### src/rtl/pmm_pkg.sv
// shared constants and types for the program and data memory map block
package pmm_pkg;

  typedef enum logic [2:0] {
    VAR_W384,
    VAR_W512,
    VAR_W512_PORT3,
    VAR_W1K,
    VAR_W2K_PORT3,
    VAR_W2K
  } pmm_variant_t;

  typedef enum logic [1:0] {
    QTR_FIRST,
    QTR_SECOND,
    QTR_THIRD,
    QTR_FOURTH
  } pmm_quarter_t;

  localparam int PMM_PC_W = 11;
  localparam int PMM_FA_W = 5;

  // program store sizes in 12-bit words
  localparam logic [11:0] WORDS_384 = 12'h180;
  localparam logic [11:0] WORDS_512 = 12'h200;
  localparam logic [11:0] WORDS_1K = 12'h400;
  localparam logic [11:0] WORDS_2K = 12'h800;

  // file addresses
  localparam logic [4:0] ADDR_INDIRECT_WINDOW = 5'h00;
  localparam logic [4:0] ADDR_REALTIME_COUNTER = 5'h01;
  localparam logic [4:0] ADDR_PROGRAM_COUNTER_LOW = 5'h02;
  localparam logic [4:0] ADDR_ALU_RESET_PAGE_FLAGS = 5'h03;
  localparam logic [4:0] ADDR_INDIRECT_POINTER = 5'h04;
  localparam logic [4:0] ADDR_FIRST_IO_PORT = 5'h05;
  localparam logic [4:0] ADDR_SECOND_IO_PORT = 5'h06;
  localparam logic [4:0] ADDR_THIRD_IO_PORT = 5'h07;
  localparam logic [4:0] ADDR_COMMON_GPR_BASE = 5'h08;

  // flag register bit positions
  localparam int FLAG_CARRY = 0;
  localparam int FLAG_DIGIT_CARRY = 1;
  localparam int FLAG_ZERO = 2;
  localparam int FLAG_POWER_DOWN = 3;
  localparam int FLAG_WATCHDOG_TIMEOUT = 4;
  localparam int FLAG_PAGE_LSB = 5;
  localparam int FLAG_PAGE_MSB = 7;

  // reset values
  localparam logic [2:0] RST_PAGE_BITS = 3'h0;
  localparam logic [7:0] RST_INDIRECT_POINTER = 8'h80;
  localparam logic [7:0] RST_PORT_DIRECTION = 8'hFF;
  localparam logic [5:0] RST_TIMER_PRESCALER = 6'h3F;

  // pointer bits that have no storage read back as ones
  localparam logic [2:0] POINTER_FILL_UNBANKED = 3'h7;
  localparam logic POINTER_FILL_BANKED = 1'b1;

  // general purpose byte store: four banks of 16 plus the common block
  localparam int GPR_DEPTH = 80;
  localparam int GPR_AW = 7;
  localparam logic [2:0] GPR_COMMON_TAG = 3'h4;

  localparam int FIRST_PORT_W = 4;
  localparam logic [3:0] FIRST_PORT_PAD = 4'h0;

endpackage

### src/rtl/pmm_gpr_mem.sv
// general purpose byte store with registered read data
`timescale 1ns/100ps
`default_nettype none
module pmm_gpr_mem
  import pmm_pkg::*;
#(
  parameter int DEPTH = GPR_DEPTH,
  parameter int AW = GPR_AW
)
(
  input wire logic clk_sys,
  input wire logic rdEn,
  input wire logic [AW-1:0] rdAddr,
  output logic [7:0] rdData_q,
  input wire logic wrEn,
  input wire logic [AW-1:0] wrAddr,
  input wire logic [7:0] wrData
);

  logic [7:0] store [DEPTH];

  // contents are undefined after reset, like the bytes they model
  always_ff @(posedge clk_sys)
  begin
    if (wrEn && (int'(wrAddr) < DEPTH))
    begin
      store[wrAddr] <= wrData;
    end
  end

  always_ff @(posedge clk_sys)
  begin
    if (rdEn)
    begin
      rdData_q <= (int'(rdAddr) < DEPTH) ? store[rdAddr] : 8'h00;
    end
  end

endmodule // pmm_gpr_mem
`default_nettype wire

### src/rtl/pmm_prog_counter.sv
// program counter with size-dependent width, wraparound and reset vector
`timescale 1ns/100ps
`default_nettype none
module pmm_prog_counter
  import pmm_pkg::*;
#(
  parameter logic [11:0] WORDS = WORDS_2K
)
(
  input wire logic clk_sys,
  input wire logic sys_rst,
  input wire logic incEn,
  input wire logic loadEn,
  input wire logic [PMM_PC_W-1:0] loadAddr,
  output logic [PMM_PC_W-1:0] pc_q
);

  localparam logic [PMM_PC_W-1:0] TOP_ADDR = PMM_PC_W'(WORDS - 12'h001);
  // the smallest power of two covering the store sets the counter width
  localparam logic [PMM_PC_W-1:0] PC_MASK =
    (WORDS > WORDS_1K) ? 11'h7FF : (WORDS > WORDS_512) ? 11'h3FF : 11'h1FF;

  logic [PMM_PC_W-1:0] masked;
  logic [PMM_PC_W-1:0] loadWrapped;

  always_comb
  begin
    masked = loadAddr & PC_MASK;
    // an address past the store folds back into it rather than faulting
    loadWrapped = (masked > TOP_ADDR) ? PMM_PC_W'(masked - WORDS[PMM_PC_W-1:0]) : masked;
  end

  always_ff @(posedge clk_sys)
  begin
    if (sys_rst)
    begin
      pc_q <= TOP_ADDR;
    end
    else if (loadEn)
    begin
      pc_q <= loadWrapped;
    end
    else if (incEn)
    begin
      // top of the store rolls to zero, so a no-op at the vector restarts at 0
      pc_q <= (pc_q == TOP_ADDR) ? '0 : PMM_PC_W'((pc_q + 11'h001) & PC_MASK);
    end
  end

endmodule // pmm_prog_counter
`default_nettype wire

### src/rtl/pmm_memory_map.sv
// program and data memory map: program counter, special and general file
`timescale 1ns/100ps
`default_nettype none
module pmm_memory_map
  import pmm_pkg::*;
#(
  parameter pmm_variant_t VARIANT = VAR_W2K
)
(
  input wire logic clk_sys,
  input wire logic sys_rst,
  output pmm_quarter_t quarter,
  input wire logic [PMM_FA_W-1:0] fileAddr,
  input wire logic wrEn,
  input wire logic [7:0] wrData,
  output logic [7:0] opData,
  input wire logic flagInstr,
  input wire logic zeroWe,
  input wire logic zeroIn,
  input wire logic digitCarryWe,
  input wire logic digitCarryIn,
  input wire logic carryWe,
  input wire logic carryIn,
  input wire logic watchdogTimeout,
  input wire logic sleepExec,
  input wire logic watchdogClearExec,
  input wire logic pcIncEn,
  input wire logic jumpEn,
  input wire logic [8:0] jumpTarget,
  input wire logic returnEn,
  input wire logic [PMM_PC_W-1:0] returnAddr,
  output logic [PMM_PC_W-1:0] progAddr,
  output logic [7:0] flagsOut,
  input wire logic counterTick,
  output logic [7:0] realtimeCounter,
  input wire logic directionWe,
  input wire logic [PMM_FA_W-1:0] directionSel,
  input wire logic timerCfgWe,
  output logic [5:0] timerPrescalerCfg,
  input wire logic [FIRST_PORT_W-1:0] firstPortIn,
  output logic [FIRST_PORT_W-1:0] firstPortOut,
  output logic [FIRST_PORT_W-1:0] firstPortOe,
  input wire logic [7:0] secondPortIn,
  output logic [7:0] secondPortOut,
  output logic [7:0] secondPortOe,
  input wire logic [7:0] thirdPortIn,
  output logic [7:0] thirdPortOut,
  output logic [7:0] thirdPortOe
);

  // variant-derived structure
  localparam logic [11:0] PROG_WORDS =
    (VARIANT == VAR_W384) ? WORDS_384 :
    (VARIANT == VAR_W1K) ? WORDS_1K :
    (VARIANT == VAR_W2K || VARIANT == VAR_W2K_PORT3) ? WORDS_2K :
    WORDS_512;
  localparam bit HAS_THIRD_PORT = (VARIANT == VAR_W512_PORT3) || (VARIANT == VAR_W2K_PORT3);
  localparam bit HAS_BANKS = (VARIANT == VAR_W2K) || (VARIANT == VAR_W2K_PORT3);

  // quarter-cycle sequencer
  pmm_quarter_t quarter_q;
  logic readPhase;
  logic writePhase;
  logic fetchPhase;

  always_ff @(posedge clk_sys)
  begin
    if (sys_rst)
    begin
      quarter_q <= QTR_FIRST;
    end
    else
    begin
      case (quarter_q)
        QTR_FIRST: quarter_q <= QTR_SECOND;
        QTR_SECOND: quarter_q <= QTR_THIRD;
        QTR_THIRD: quarter_q <= QTR_FOURTH;
        QTR_FOURTH: quarter_q <= QTR_FIRST;
        default: quarter_q <= QTR_FIRST;
      endcase
    end
  end

  assign quarter = quarter_q;
  assign readPhase = (quarter_q == QTR_SECOND);
  assign writePhase = (quarter_q == QTR_FOURTH);
  assign fetchPhase = (quarter_q == QTR_FIRST);

  // stored special registers
  logic [2:0] pageBits_q;
  logic [2:0] aluFlags_q;
  logic timeout_q;
  logic powerDown_q;
  logic [7:0] pointer_q;
  logic [7:0] counter_q;
  logic [FIRST_PORT_W-1:0] firstLatch_q;
  logic [7:0] secondLatch_q;
  logic [7:0] thirdLatch_q;
  logic [FIRST_PORT_W-1:0] firstDir_q;
  logic [7:0] secondDir_q;
  logic [7:0] thirdDir_q;
  logic [5:0] timerCfg_q;
  logic [PMM_PC_W-1:0] pc;

  // address decode shared by the read and write phases
  logic viaPointer;
  logic [6:0] effAddr;
  logic [4:0] low5;
  logic [1:0] bank;
  logic nullTarget;
  logic isGpr;
  logic [GPR_AW-1:0] gprIdx;
  logic fileWrite;

  always_comb
  begin
    viaPointer = (fileAddr == ADDR_INDIRECT_WINDOW);
    effAddr = viaPointer ? pointer_q[6:0] : {pointer_q[6:5], fileAddr};
    low5 = effAddr[4:0];
    bank = HAS_BANKS ? effAddr[6:5] : 2'h0;
    // pointing the window at itself reaches nothing
    nullTarget = (low5 == ADDR_INDIRECT_WINDOW);
    isGpr = (low5 >= ADDR_COMMON_GPR_BASE)
         || ((low5 == ADDR_THIRD_IO_PORT) && !HAS_THIRD_PORT);
    // upper half is banked on large parts, lower half is common
    gprIdx = low5[4] ? {1'b0, bank, low5[3:0]} : {GPR_COMMON_TAG, low5[3:0]};
    fileWrite = writePhase && wrEn && !nullTarget;
  end

  // special register read mux
  logic [7:0] sfrRead;

  always_comb
  begin
    case (low5)
      ADDR_REALTIME_COUNTER: sfrRead = counter_q;
      ADDR_PROGRAM_COUNTER_LOW: sfrRead = pc[7:0];
      ADDR_ALU_RESET_PAGE_FLAGS: sfrRead = {pageBits_q, timeout_q, powerDown_q, aluFlags_q};
      ADDR_INDIRECT_POINTER: sfrRead = HAS_BANKS ? {POINTER_FILL_BANKED, pointer_q[6:0]}
                                                 : {POINTER_FILL_UNBANKED, pointer_q[4:0]};
      ADDR_FIRST_IO_PORT: sfrRead = {FIRST_PORT_PAD, firstPortIn};
      ADDR_SECOND_IO_PORT: sfrRead = secondPortIn;
      ADDR_THIRD_IO_PORT: sfrRead = HAS_THIRD_PORT ? thirdPortIn : 8'h00;
      default: sfrRead = 8'h00;
    endcase
  end

  // operand capture in the second quarter
  logic [7:0] sfrRd_q;
  logic gprSel_q;
  logic [7:0] gprRd;

  always_ff @(posedge clk_sys)
  begin
    if (sys_rst)
    begin
      sfrRd_q <= 8'h00;
      gprSel_q <= 1'b0;
    end
    else if (readPhase)
    begin
      sfrRd_q <= nullTarget ? 8'h00 : sfrRead;
      gprSel_q <= isGpr && !nullTarget;
    end
  end

  assign opData = gprSel_q ? gprRd : sfrRd_q;

  pmm_gpr_mem #(
    .DEPTH(GPR_DEPTH),
    .AW(GPR_AW)
  ) u_gpr (
    .clk_sys(clk_sys),
    .rdEn(readPhase && isGpr),
    .rdAddr(gprIdx),
    .rdData_q(gprRd),
    .wrEn(fileWrite && isGpr),
    .wrAddr(gprIdx),
    .wrData(wrData)
  );

  // program counter: returns beat jumps, jumps beat writes to the low byte
  logic pcLoad;
  logic [PMM_PC_W-1:0] pcLoadAddr;

  always_comb
  begin
    pcLoad = 1'b0;
    pcLoadAddr = pc;
    if (writePhase && returnEn)
    begin
      pcLoad = 1'b1;
      pcLoadAddr = returnAddr;
    end
    else if (writePhase && jumpEn)
    begin
      pcLoad = 1'b1;
      // page bits supply the high address; 00 is the lowest 512-word page
      pcLoadAddr = {pageBits_q[1:0], jumpTarget};
    end
    else if (fileWrite && !isGpr && low5 == ADDR_PROGRAM_COUNTER_LOW)
    begin
      pcLoad = 1'b1;
      // bit 8 clears on a low-byte write, so computed jumps stay in page half
      pcLoadAddr = {pageBits_q[1:0], 1'b0, wrData};
    end
  end

  pmm_prog_counter #(
    .WORDS(PROG_WORDS)
  ) u_pc (
    .clk_sys(clk_sys),
    .sys_rst(sys_rst),
    .incEn(fetchPhase && pcIncEn),
    .loadEn(pcLoad),
    .loadAddr(pcLoadAddr),
    .pc_q(pc)
  );

  assign progAddr = pc;

  // page preselect bits take file writes as ordinary storage
  logic flagsTarget;

  assign flagsTarget = fileWrite && !isGpr && (low5 == ADDR_ALU_RESET_PAGE_FLAGS);

  always_ff @(posedge clk_sys)
  begin
    if (sys_rst)
    begin
      pageBits_q <= RST_PAGE_BITS;
    end
    else if (flagsTarget)
    begin
      pageBits_q <= wrData[FLAG_PAGE_MSB:FLAG_PAGE_LSB];
    end
  end

  // arithmetic flags: a flag-producing instruction masks the written data
  always_ff @(posedge clk_sys)
  begin
    if (sys_rst)
    begin
      aluFlags_q <= 3'h0;
    end
    else if (writePhase)
    begin
      if (flagsTarget && !flagInstr)
      begin
        aluFlags_q <= wrData[FLAG_ZERO:FLAG_CARRY];
      end
      if (zeroWe)
      begin
        aluFlags_q[FLAG_ZERO] <= zeroIn;
      end
      if (digitCarryWe)
      begin
        aluFlags_q[FLAG_DIGIT_CARRY] <= digitCarryIn;
      end
      if (carryWe)
      begin
        aluFlags_q[FLAG_CARRY] <= carryIn;
      end
    end
  end

  // reset-cause flags never see file writes; a timeout beats a same-cycle clear
  always_ff @(posedge clk_sys)
  begin
    if (sys_rst)
    begin
      timeout_q <= 1'b1;
      powerDown_q <= 1'b1;
    end
    else
    begin
      if (watchdogClearExec)
      begin
        timeout_q <= 1'b1;
        powerDown_q <= 1'b1;
      end
      if (sleepExec)
      begin
        timeout_q <= 1'b1;
        powerDown_q <= 1'b0;
      end
      if (watchdogTimeout)
      begin
        timeout_q <= 1'b0;
      end
    end
  end

  assign flagsOut = {pageBits_q, timeout_q, powerDown_q, aluFlags_q};

  // indirect pointer
  always_ff @(posedge clk_sys)
  begin
    if (sys_rst)
    begin
      pointer_q <= RST_INDIRECT_POINTER;
    end
    else if (fileWrite && !isGpr && low5 == ADDR_INDIRECT_POINTER)
    begin
      pointer_q <= wrData;
    end
  end

  // realtime counter value: a file write takes precedence over a tick
  always_ff @(posedge clk_sys)
  begin
    if (sys_rst)
    begin
      counter_q <= 8'h00;
    end
    else if (fileWrite && !isGpr && low5 == ADDR_REALTIME_COUNTER)
    begin
      counter_q <= wrData;
    end
    else if (counterTick)
    begin
      counter_q <= counter_q + 8'h01;
    end
  end

  assign realtimeCounter = counter_q;

  // output latches of the ports
  always_ff @(posedge clk_sys)
  begin
    if (sys_rst)
    begin
      firstLatch_q <= '0;
      secondLatch_q <= 8'h00;
      thirdLatch_q <= 8'h00;
    end
    else if (fileWrite && !isGpr)
    begin
      if (low5 == ADDR_FIRST_IO_PORT)
      begin
        firstLatch_q <= wrData[FIRST_PORT_W-1:0];
      end
      if (low5 == ADDR_SECOND_IO_PORT)
      begin
        secondLatch_q <= wrData;
      end
      if (HAS_THIRD_PORT && low5 == ADDR_THIRD_IO_PORT)
      begin
        thirdLatch_q <= wrData;
      end
    end
  end

  // direction and timer configuration: written only by dedicated strobes
  always_ff @(posedge clk_sys)
  begin
    if (sys_rst)
    begin
      firstDir_q <= RST_PORT_DIRECTION[FIRST_PORT_W-1:0];
      secondDir_q <= RST_PORT_DIRECTION;
      thirdDir_q <= RST_PORT_DIRECTION;
    end
    else if (directionWe)
    begin
      if (directionSel == ADDR_FIRST_IO_PORT)
      begin
        firstDir_q <= wrData[FIRST_PORT_W-1:0];
      end
      if (directionSel == ADDR_SECOND_IO_PORT)
      begin
        secondDir_q <= wrData;
      end
      if (HAS_THIRD_PORT && directionSel == ADDR_THIRD_IO_PORT)
      begin
        thirdDir_q <= wrData;
      end
    end
  end

  always_ff @(posedge clk_sys)
  begin
    if (sys_rst)
    begin
      timerCfg_q <= RST_TIMER_PRESCALER;
    end
    else if (timerCfgWe)
    begin
      timerCfg_q <= wrData[5:0];
    end
  end

  assign timerPrescalerCfg = timerCfg_q;

  // a direction bit of one makes the pin an input
  assign firstPortOut = firstLatch_q;
  assign firstPortOe = ~firstDir_q;
  assign secondPortOut = secondLatch_q;
  assign secondPortOe = ~secondDir_q;
  assign thirdPortOut = HAS_THIRD_PORT ? thirdLatch_q : 8'h00;
  assign thirdPortOe = HAS_THIRD_PORT ? ~thirdDir_q : 8'h00;

endmodule // pmm_memory_map
`default_nettype wire

### config.mk
export PLATFORM = sky130hd
export DESIGN_NAME = pmm_memory_map
export DESIGN_NICKNAME = d
export VERILOG_FILES = /design/src/rtl/pmm_pkg.sv /design/src/rtl/pmm_gpr_mem.sv /design/src/rtl/pmm_prog_counter.sv /design/src/rtl/pmm_memory_map.sv
export SDC_FILE = /design/constraint.sdc
export NUM_CORES = 1
export LEC_CHECK = 0
export BUFFER_PORTS_ARGS = -buffer_cell sky130_fd_sc_hd__buf_4
export CAP_MARGIN = 15
export CORE_MARGIN = 2
export CORE_UTILIZATION = 30
export CTS_CLUSTER_DIAMETER = 50
export DETAILED_ROUTE_END_ITERATION = 10
export GPL_TIMING_DRIVEN = 0
export PLACE_DENSITY = 0.46
export SETUP_SLACK_MARGIN = 0.1
export SLEW_MARGIN = 20
export SYNTH_ARGS = -nofsm -noshare
export SYNTH_HDL_FRONTEND = slang
export SYNTH_SLANG_ARGS = --single-unit
### constraint.sdc
create_clock -name clk_sys -period 8.09 [get_ports clk_sys]
set_input_delay 0.4045 -clock clk_sys [delete_from_list [all_inputs] [get_ports clk_sys]]
set_output_delay 0.4045 -clock clk_sys [all_outputs]
set_load 0.01 [all_outputs]
# Word level (Yosys, flattened, before mapping)
# Memories as Yosys holds them, arrays and structs flattened. A register that Yosys moved wholly into a read port is not among the register bits.
# Cells that the tools add are included.
# classes
bitwise_logic,2
n_eq_ne,14
order_cmp,2
muxes,27
addsub,2
reduce_logical,38
# ops
op,count
$mux W11,6
$pmux W8 S6,1
$mux W8,4
$eq A5 B3 Y1 const B,6
$reduce_and A2 Y1,8
$logic_and A1 B1 Y1,15
$mux W1,12
$reduce_bool A2 Y1,6
$add A11 B1 Y11 const B,1
$eq A11 B11 Y1 const B,1
$eq A5 B2 Y1 const B,2
$logic_not A5 Y1,2
$add A8 B1 Y8 const B,1
$not A8 Y8,1
$pmux W2 S4,1
$lt A7 B7 Y1 const B,1
$mux W7,1
$eq A5 B1 Y1 const B,1
$ge A5 B4 Y1 const B,1
$mux W5,1
$eq A2 B2 Y1 const B,2
$logic_not A1 Y1,4
$ne A4 B1 Y1 const B,1
$not A4 Y4,1
5 further kinds,5
# word_totals
wordCells,103
ram_bits,640
output_inout_bits,83
regBits,75
inputBits,77
n_memories,1
# memory_table
name,words,word_bits,rd,rd_ports_with_merged_regs,wr,line_no,text
u_gpr.store,80,8,1,1,1,pmm_gpr_mem.sv:20,logic [7:0] store [DEPTH];

# Logic depth before layout (Yosys ltp)
# Gate-level depths: netlist (run 1).
# logic_depth
ltp_word,12
ltp_mapped,12

# By module
# Synthesis (run 1) repeated with hierarchy kept, for this count alone.
# hier_totals
cells_unflattened,1693
hier_area_um2,29644.7
# by_module_without_submodules
module,instances,cells_per_inst,area_per_inst_um2
pmm_gpr_mem,1,1170,25105.3
pmm_memory_map,1,448,3875.0
pmm_prog_counter,1,75,664.4

# Worst setup path before layout (run 1)
# OpenSTA, ideal clock, no wires.
# synth_timing
path_type,input-to-reg
start,input fileAddr[0]
end,"memory u_gpr.store[31][0], enable pin"
cell_stages,9
path_slack_ns,5.123
path_buffers,5
arrival_time_ns,2.583
t_required_ns,7.707
cell_sequence,buf_2 > nor3_4 > a31o_2 > buf_4 > buf_4 > buf_4 > buf_4 > nand4_1 > nor3_1
# synth_via
elab_chain_cells,9
word_cells_on_any_way,14
# synth_rtl
element,line_no,text
from (decl),pmm_memory_map.sv:13,"input wire logic [PMM_FA_W-1:0] fileAddr,"
$logic_not A5 Y1,pmm_memory_map.sv:117,viaPointer = (fileAddr == ADDR_INDIRECT_WINDOW);
$mux W5 (*),pmm_memory_map.sv:118,"effAddr = viaPointer ? pointer_q[6:0] : {pointer_q[6:5], fileAddr};"
"parallel branches: the longest is 7 deep, another holds $lt A7 B7 Y1",n/a,
to (decl),pmm_gpr_mem.sv:20,
# Every way passes the cells marked *.

# Worst setup path in the final report (run 1)
# layout_timing
start,register pointer_q[0]
end,"memory u_gpr.store[16][5], enable pin"
# layout_via
elab_chain_cells,8
word_cells_on_any_way,13
# layout_rtl
element,line_no,text
from (decl),pmm_memory_map.sv:94,logic [7:0] pointer_q;
from (signal assigned),pmm_memory_map.sv:305,pointer_q <= wrData;
$mux W5 (*),pmm_memory_map.sv:118,
"parallel branches: the longest is 7 deep, another holds $lt A7 B7 Y1",n/a,
# Marked as above.

==> summary.txt, run 1 <==
Run status
  • Status: finished clean

Timing
  • RSZ-0062 raised after global routing: no
  • Worst Max-Slew Pin Slew: 1.23 ns
  • WHS: 0.0826 ns
  • Worst Skew: 0.0463 ns
  • # setup viols final: 0
  • Fmax: 216 MHz
  • Slew HR: 18.1%
  • Final hold vios: 0
  • Final worst slack: 3.47 ns
  • Final min period: 4.62 ns
  • Setup TNS: 0 ns
  • Final period util: 57.1%
  • Max Transition Viols Final: 0

Power and ir drop
  • Clk pwr share: 45.1%
  • Max VDD drop: 147 uV
  • Cell Pwr Density: 257 nW/um^2
  • Switch Pwr: 0.00228 W
  • Pint: 0.00686 W
  • Leakage power: 12.2 nW
  • Switch share: 24.9%
  • Gate power share: 8.9%
  • Flop pwr share: 45.9%
  • Tot Pwr: 0.00913 W

Finish
  • Area Growth Syn to Fin: 20.9%
  • Final non-filler cell total: 3709
  • Share of cells above drive strength 1: 17.8%
  • Multi-input gate area: 7690 sq um
  • Fillers: 9268
  • Register Area: 21000 sq um
  • Fin nets: 2441

CTS
  • CTS clock-pin slew for the worst setup and hold paths: 0.06 ns
  • H-tree levels: 3
  • Clk root buf: clkbuf_16
  • Hold_buf cts: 4
  • Cts bufs inserted: 92
  • Post-cts resize count: 0
  • CTS tree: done
  • CTS max path bufs: 3
  • Clock Latency Late Sink: 0.67 ns
  • Postcts setup bufs: 0
  • Clk sink count: 723

Floorplan
  • Io pins: 160
  • Initial core utilization: 30.3%
  • Die Wd: 317 microns
  • Core footprint: 96900 sq um
  • Die area: 100000 sq um
  • Chip Height: 317 microns
  • # rows: 114

Synth
  • Cell area after synthesis: 29400 sq um
  • Synth cell count leaders: edfxtp_1, nand2_1, a221oi_1
  • Flops & latches, synth: 723
  • Synth unique cells: 71
  • Synth top area share: 66.2%
  • Cell taking the most area after synthesis: edfxtp_1
  • Sequential fraction of the synthesis area: 71.3%
  • Number of synthesized flops with an enable pin: 648
  • Syn Area/Cell: 14.3 sq um
  • Most frequent cell after synthesis: edfxtp_1
  • Main synth FF type: edfxtp_1
  • Post-Synthesis Cells: 2048
  • Top post-synthesis cells by area: edfxtp_1, dfxtp_1, mux2i_1
  • Async set-reset flop share out of synthesis: 0%
  • Synthesis Warnings: 0

Routing
  • DRT Pass-1 Iters: 6
  • M1 WL: 48.4 mm
  • DR vias/cell: 5.47
  • DRC: 0
  • Routed len/inst: 30.6 microns
  • Post-DRT Antenna Nets: 0
  • Met3 WL post-DR: 9.37 mm
  • Max layer used: met5
  • Final WL: 113 mm
  • DR iter-0 viols: 2646
  • Vias: 20.3k
  • Wire length on met2: 50.9 mm

Critical path
  • CP startpoint kind: flip-flop
  • Reg-to-reg startpoint: pointer_q[0]
  • Crit path arrival time: 4.90 ns
  • Crit path cell chain: clkbuf_1 > or2_2 > a21boi_2 > buf_6 > buf_6 > buf_4 > buf_2 > nand2_1 > nor2_1
  • CP Class: reg -> reg
  • Worst Reg-to-Reg Cells: 9
  • Worst setup EP type: flip-flop
  • Crit path top cell by count: buf_6
  • Critical Path Max Stage Delay: 1.10 ns
  • Worst reg2reg path endpoint: u_gpr.store[16][5]
  • Flop-to-flop setup slack: 3.47 ns
  • CP Data Required Time: 8.37 ns
  • Slowest-stage cell, CP: nor2_1
  • Crit Path Max Fanout: 10

Global route
  • Overall Global Routing Usage: 22.2%
  • Number of global-route vias before repair: 19.6k
  • First-pass GRT wire length: 155 mm
  • Remaining Overflow, GRT: 0
  • Initial antenna violation count: 6
  • Largest net degree at the start of global routing: 88

Worst hold path
  • Hold_sp: digitCarryWe
  • Worst hold path stage count: 4
  • Hold Path End: aluFlags_q[1]
  • Worst min path class: in -> reg

Place
  • Place WS: 3.39 ns
  • Post-DP HPWL: 73.6 mm
  • Final Wtd Congestion: 0.889
  • Port Buffers: 131
  • Cells after DPL: 3533

Job
  • MaxCap Viol Count: 0
[kinds of logic (layout without fill, tap and decap cells)]
kind of cell	count (synthesis)	in the layout	synth area share (%)
adder cells (fa/ha/maj)	7	7	0.298
XOR/XNOR	14	14	0.417
multiplexers	147	147	5.06
buffers and inverters	189	502	3.53
flip-flops	723	723	71.3
AO/OA/AOI/OAI	486	486	11.8
other	1	73	0.0128
AND/OR/NAND/NOR	481	481	7.51
[per-stage QoR]
| stage | cell area (sq um) | util [%] |
|---|---|---|
| after global placement | 32200 | 33.3 |
| after floorplan | 29700 | - |
| final | 35500 | 36.7 |
| after detailed placement | 32300 | 33.4 |
| after global routing | 35500 | 36.7 |
| after CTS | 35500 | 36.6 |
[layout by cell type (no fill, tap or decap), types with 12 or more instances in the layout]
| cell | netlist | layout |
|---|---|---|
| a211o_1 | 26 | 26 |
| a211oi_1 | 12 | 12 |
| a21oi_1 | 62 | 62 |
| a221oi_1 | 136 | 136 |
| a31oi_1 | 15 | 15 |
| and3_1 | 12 | 12 |
| buf_2 | 43 | 43 |
| buf_4 | 35 | 170 |
| buf_6 | 19 | 21 |
| clkbuf_1 | 55 | 65 |
| clkbuf_16 | 0 | 93 |
| clkinv_2 | 0 | 14 |
| conb_1 | 1 | 72 |
| dfxtp_1 | 75 | 75 |
| edfxtp_1 | 648 | 648 |
| inv_1 | 31 | 31 |
| mux2_2 | 13 | 13 |
| mux2i_1 | 134 | 134 |
| nand2_1 | 168 | 168 |
| nand2b_1 | 12 | 12 |
| nand3_1 | 98 | 98 |
| nand4_1 | 15 | 15 |
| nor2_1 | 126 | 126 |
| nor2b_1 | 13 | 13 |
| o21ai_0 | 134 | 133 |
[sequential cells by signal, summed over array words and instances, names as in the netlist, 6 cells and up]
signal             cells
pointer_q              7
realtimeCounter        8
secondDir_q            8
secondPortOut          8
sfrRd_q                8
timerPrescalerCfg      6
u_gpr.rdData_q         8
u_gpr.store          640
u_pc.pc_q             11
[power by group through the flow]
stage               clock network [W]  logic [W]  registers, W
floorplan                           0   0.000391       0.00426
global placement                    0   0.000788       0.00427
detailed placement                  0   0.000799       0.00427
CTS                           0.00417   0.000804       0.00420
global route                  0.00432   0.000863       0.00420
finish                        0.00412   0.000816       0.00419
[worst max-delay path, delay by kind of cell (launching register included)]
family	cells	cell delay [ns]
AOI/OAI and AO/OA	1	0.27
DFF	1	0.29
buffers and inverters	5	1.47
and+or+nand+nor	3	2.15
[how the worst max path moves through the flow]
stage                     slack (ns)          from  cells past startpoint                 end
after detailed placement        3.39   fileAddr[4]                      8  u_gpr.store[57][6]
after global routing            3.46  pointer_q[0]                      9   u_gpr.store[4][2]
after floorplan                 5.12   fileAddr[0]                      9  u_gpr.store[31][0]
final                           3.47  pointer_q[0]                      9  u_gpr.store[16][5]
after global placement          2.72   fileAddr[4]                      8  u_gpr.store[31][1]
after CTS                       3.62  pointer_q[0]                      9   u_gpr.store[4][2]
[cell type report]
cell class / instances / area share, %
inverters: 31 / 0.328
clock buffers: 108 / 6.71
plain buffers: 158 / 2.61
diodes: 1 / 0.00705
flip-flops and latches: 723 / 59.0
clock inverters: 61 / 1.94
multi-input cells: 1207 / 21.7
well taps: 1276 / 4.50
repair buffers: 144 / 3.23
[per-layer routing]
layer	track usage, %	up-vias
met4	8.61	2
met5	0	-
met1	30.6	10500
met3	4.57	217
li1	-	8571
met2	34.5	1032
Power figures use the tool's default switching activity.
==> run 2, diff against run 1 <==
--- a/config.mk
+++ b/config.mk
@@ -12,7 +12,7 @@
 export CTS_CLUSTER_DIAMETER = 50
 export DETAILED_ROUTE_END_ITERATION = 10
 export GPL_TIMING_DRIVEN = 0
-export PLACE_DENSITY = 0.46
+export PLACE_DENSITY = 0.48
 export SETUP_SLACK_MARGIN = 0.1
 export SLEW_MARGIN = 20
 export SYNTH_ARGS = -nofsm -noshare
==> constraint.sdc (replaced) <==
create_clock -name clk_sys -period 3.88 [get_ports clk_sys]
set_input_delay 0.194 -clock clk_sys [delete_from_list [all_inputs] [get_ports clk_sys]]
set_output_delay 0.194 -clock clk_sys [all_outputs]
set_load 0.01 [all_outputs]
==> summary.txt, run 2 (synthesis gave the netlist of run 1 again) <==
Global route
  • Initial antenna violation count: 7 (+1)
  • Overall Global Routing Usage: 21.7% (-0.51 points)
  • Largest net degree at the start of global routing: 88 (unchanged)
  • Remaining Overflow, GRT: 0 (unchanged)
  • Number of global-route vias before repair: 19.8k (+1.1%)
  • First-pass GRT wire length: 151 mm (-2.2%)

Timing
  • Worst Skew: 0.0317 ns (-0.0146 ns)
  • Worst Max-Slew Pin Slew: 1.15 ns (-0.0732 ns)
  • Slew HR: 23.0% (+4.9 points)
  • Final hold vios: 0 (unchanged)
  • Setup TNS: 0 ns (unchanged)
  • Fmax: 258 MHz (+19%)
  • Final min period: 3.87 ns (-0.751 ns)
  • RSZ-0062 raised after global routing: yes
  • # setup viols final: 0 (unchanged)
  • Max Transition Viols Final: 0 (unchanged)
  • Final period util: 99.8% (+43 points)

Critical path
  • CP Class: reg -> reg
  • Crit Path Max Fanout: 10 (unchanged)
  • Worst setup EP type: flip-flop
  • CP startpoint kind: flip-flop
  • Crit path arrival time: 4.15 ns (-0.75 ns)
  • CP Data Required Time: 4.16 ns (-4.21 ns)

Finish
  • Multi-input gate area: 8080 sq um (+5.0%)
  • Max reg flops: 640 (unchanged)
  • Fin nets: 2460 (+0.78%)
  • Fillers: 9161 (-1.2%)
  • Most common cell after layout, fill and taps aside: edfxtp_1
  • Final Util: 37.3% (+0.63 points)
  • Share of cells above drive strength 1: 20.7% (+2.9 points)
  • Commonest non-fill, non-tap cells in the layout: edfxtp_1, buf_4, nand2_1
  • Area Growth Syn to Fin: 22.9%
  • Top reg by flops: u_gpr.store
  • Register Area: 21000 sq um (unchanged)
  • Top Registers: u_gpr.store (640), u_pc.pc_q (11)

CTS
  • Clk root buf: clkbuf_16
  • Cts bufs inserted: 90 (-2.2%)
  • Clk sink count: 723 (unchanged)
  • CTS clock-pin slew for the worst setup and hold paths: 0.06 ns (about the same)
  • H-tree levels: 3 (unchanged)
  • CTS max path bufs: 3 (unchanged)
  • Clock Latency Late Sink: 0.66 ns (about the same)
  • CTS tree: done

Floorplan
  • Die area: 100000 sq um (unchanged)
  • Io pins: 160 (unchanged)
  • Die Wd: 317 microns (unchanged)
  • Core footprint: 96900 sq um (unchanged)
  • Initial core utilization: 30.3% (unchanged)
  • Chip Height: 317 microns (unchanged)
  • # rows: 114 (unchanged)

Power and ir drop
  • Pint: 0.0145 W (+110%)
  • Cell Pwr Density: 531 nW/um^2 (+110%)
  • Switch Pwr: 0.00464 W (+100%)
  • Gate power share: 9.0% (about the same)
  • Flop pwr share: 45.6% (-0.3 points)
  • Switch share: 24.2% (-0.69 points)
  • Leakage power: 12.4 nW (+1.3%)
  • Max VDD drop: 372 uV (+150%)
  • Clk pwr share: 45.4% (+0.3 points)

Worst hold path
  • Worst min path class: in -> reg

Routing
  • Post-DRT Antenna Nets: 0 (unchanged)
  • Routed len/inst: 29.9 microns (-2.4%)
  • DR iter-0 viols: 2384 (-9.9%)
  • DRT Pass-1 Iters: 6 (unchanged)
  • Vias: 20.3k (-0.030%)
  • Final WL: 111 mm (-1.8%)
  • DR vias/cell: 5.44 (-0.59%)
  • DRC: 0 (unchanged)

Place
  • Final Wtd Congestion: 0.902 (+1.4%)
  • Post-DP HPWL: 72.4 mm (-1.7%)
  • Port Buffers: 131 (unchanged)

Job
  • MaxCap Viol Count: 0 (unchanged)

Run status
  • Status: finished clean
## run 2: cell count changes in the layout (fill, tap and decap cells not counted), moves of 5 or more
cell,previous run,this run
nor3_2,10,5
nor2_2,1,38
clkbuf_2,5,13
nor3_4,2,7
nor2_4,1,29
nand2_1,168,161
clkinv_4,11,1
dlygate4sd3_1,4,24
nor2_1,126,61
## run 2: what timing repair did
item	in CTS	in global routing
pin swaps	1	1
hold buffers	24	0
endpoints found under the setup margin	547	301
hold endpoints to repair	16	0
setup buffers	0	3
gates resized for setup	101	24
## run 2: area by class of cell
| cell class | count | area share (%) |
|---|---|---|
| Buffer | 158 | 2.59 |
| Antenna cell | 1 | 0.00693 |
| Sequential cell | 723 | 58.0 |
| Tap cell | 1276 | 4.42 |
| Clock buffer | 115 | 6.84 |
| Inverter | 31 | 0.322 |
| Clock inverter | 54 | 1.75 |
| Multi-Input combinational cell | 1207 | 22.4 |
| Timing Repair Buffer | 165 | 3.67 |
## run 2: final timing paths
| check | startpoint | to | slack, ns | cells after the start |
|---|---|---|---|---|
| worst max-delay path | pointer_q[0] | u_gpr.store[48][6] | 0.009 | 9 |
| worst min-delay path | jumpTarget[4] | u_pc.pc_q[4] | 0.02 | 5 |
| worst min register to register | secondPortOut[0] | secondPortOut[0] | 0.46 | 2 |
| worst max register to register | pointer_q[0] | u_gpr.store[48][6] | 0.009 | 9 |
## run 2: through the flow
| stage | setup WS, ns | hold WS [ns] | total power (W) | instances | cell area [sq um] |
|---|---|---|---|---|---|
| 5_1_grt | -0.0169 | 0.0531 | 0.0197 | 3729 | 36100 |
| 2_1_floorplan | 1.10 | 0.293 | 0.00970 | 2119 | 29700 |
| 3_5_place_dp | -0.683 | 0.405 | 0.0106 | 3533 | 32300 |
| 6_report | 0.00867 | 0.0240 | 0.0192 | 3730 | 36100 |
| 3_3_place_gp | -1.30 | 0.402 | 0.0105 | 3526 | 32200 |
| 4_1_cts | -0.0749 | 0.00531 | 0.0192 | 3726 | 36000 |
## run 2: critical path: stages, from the launching register on
cell and delay (ns):
dfxtp_1 0.30, clkbuf_1 0.21, or2_2 0.36, a21boi_2 0.28
buf_6 0.24, buf_6 0.19, buf_4 0.34, buf_2 0.40
nand2_2 0.49, nor2_2 0.61
## run 2: power groups by stage
stage                     clock, W  sequential, W  combinational, W
after global routing       0.00912        0.00876           0.00182
after detailed placement         0        0.00891           0.00165
after floorplan                  0        0.00888          0.000815
final                      0.00870        0.00874           0.00172
after global placement           0        0.00890           0.00163
after CTS                  0.00881        0.00875           0.00169
## run 2: per-layer routing
metal,vias to the layer above,global-route usage [%],wire (microns)
met1,10300,28.0,45000
li1,8634,-,-
met3,222,6.28,10800
met2,1094,34.5,51200
met5,-,0,19
met4,4,8.57,4420
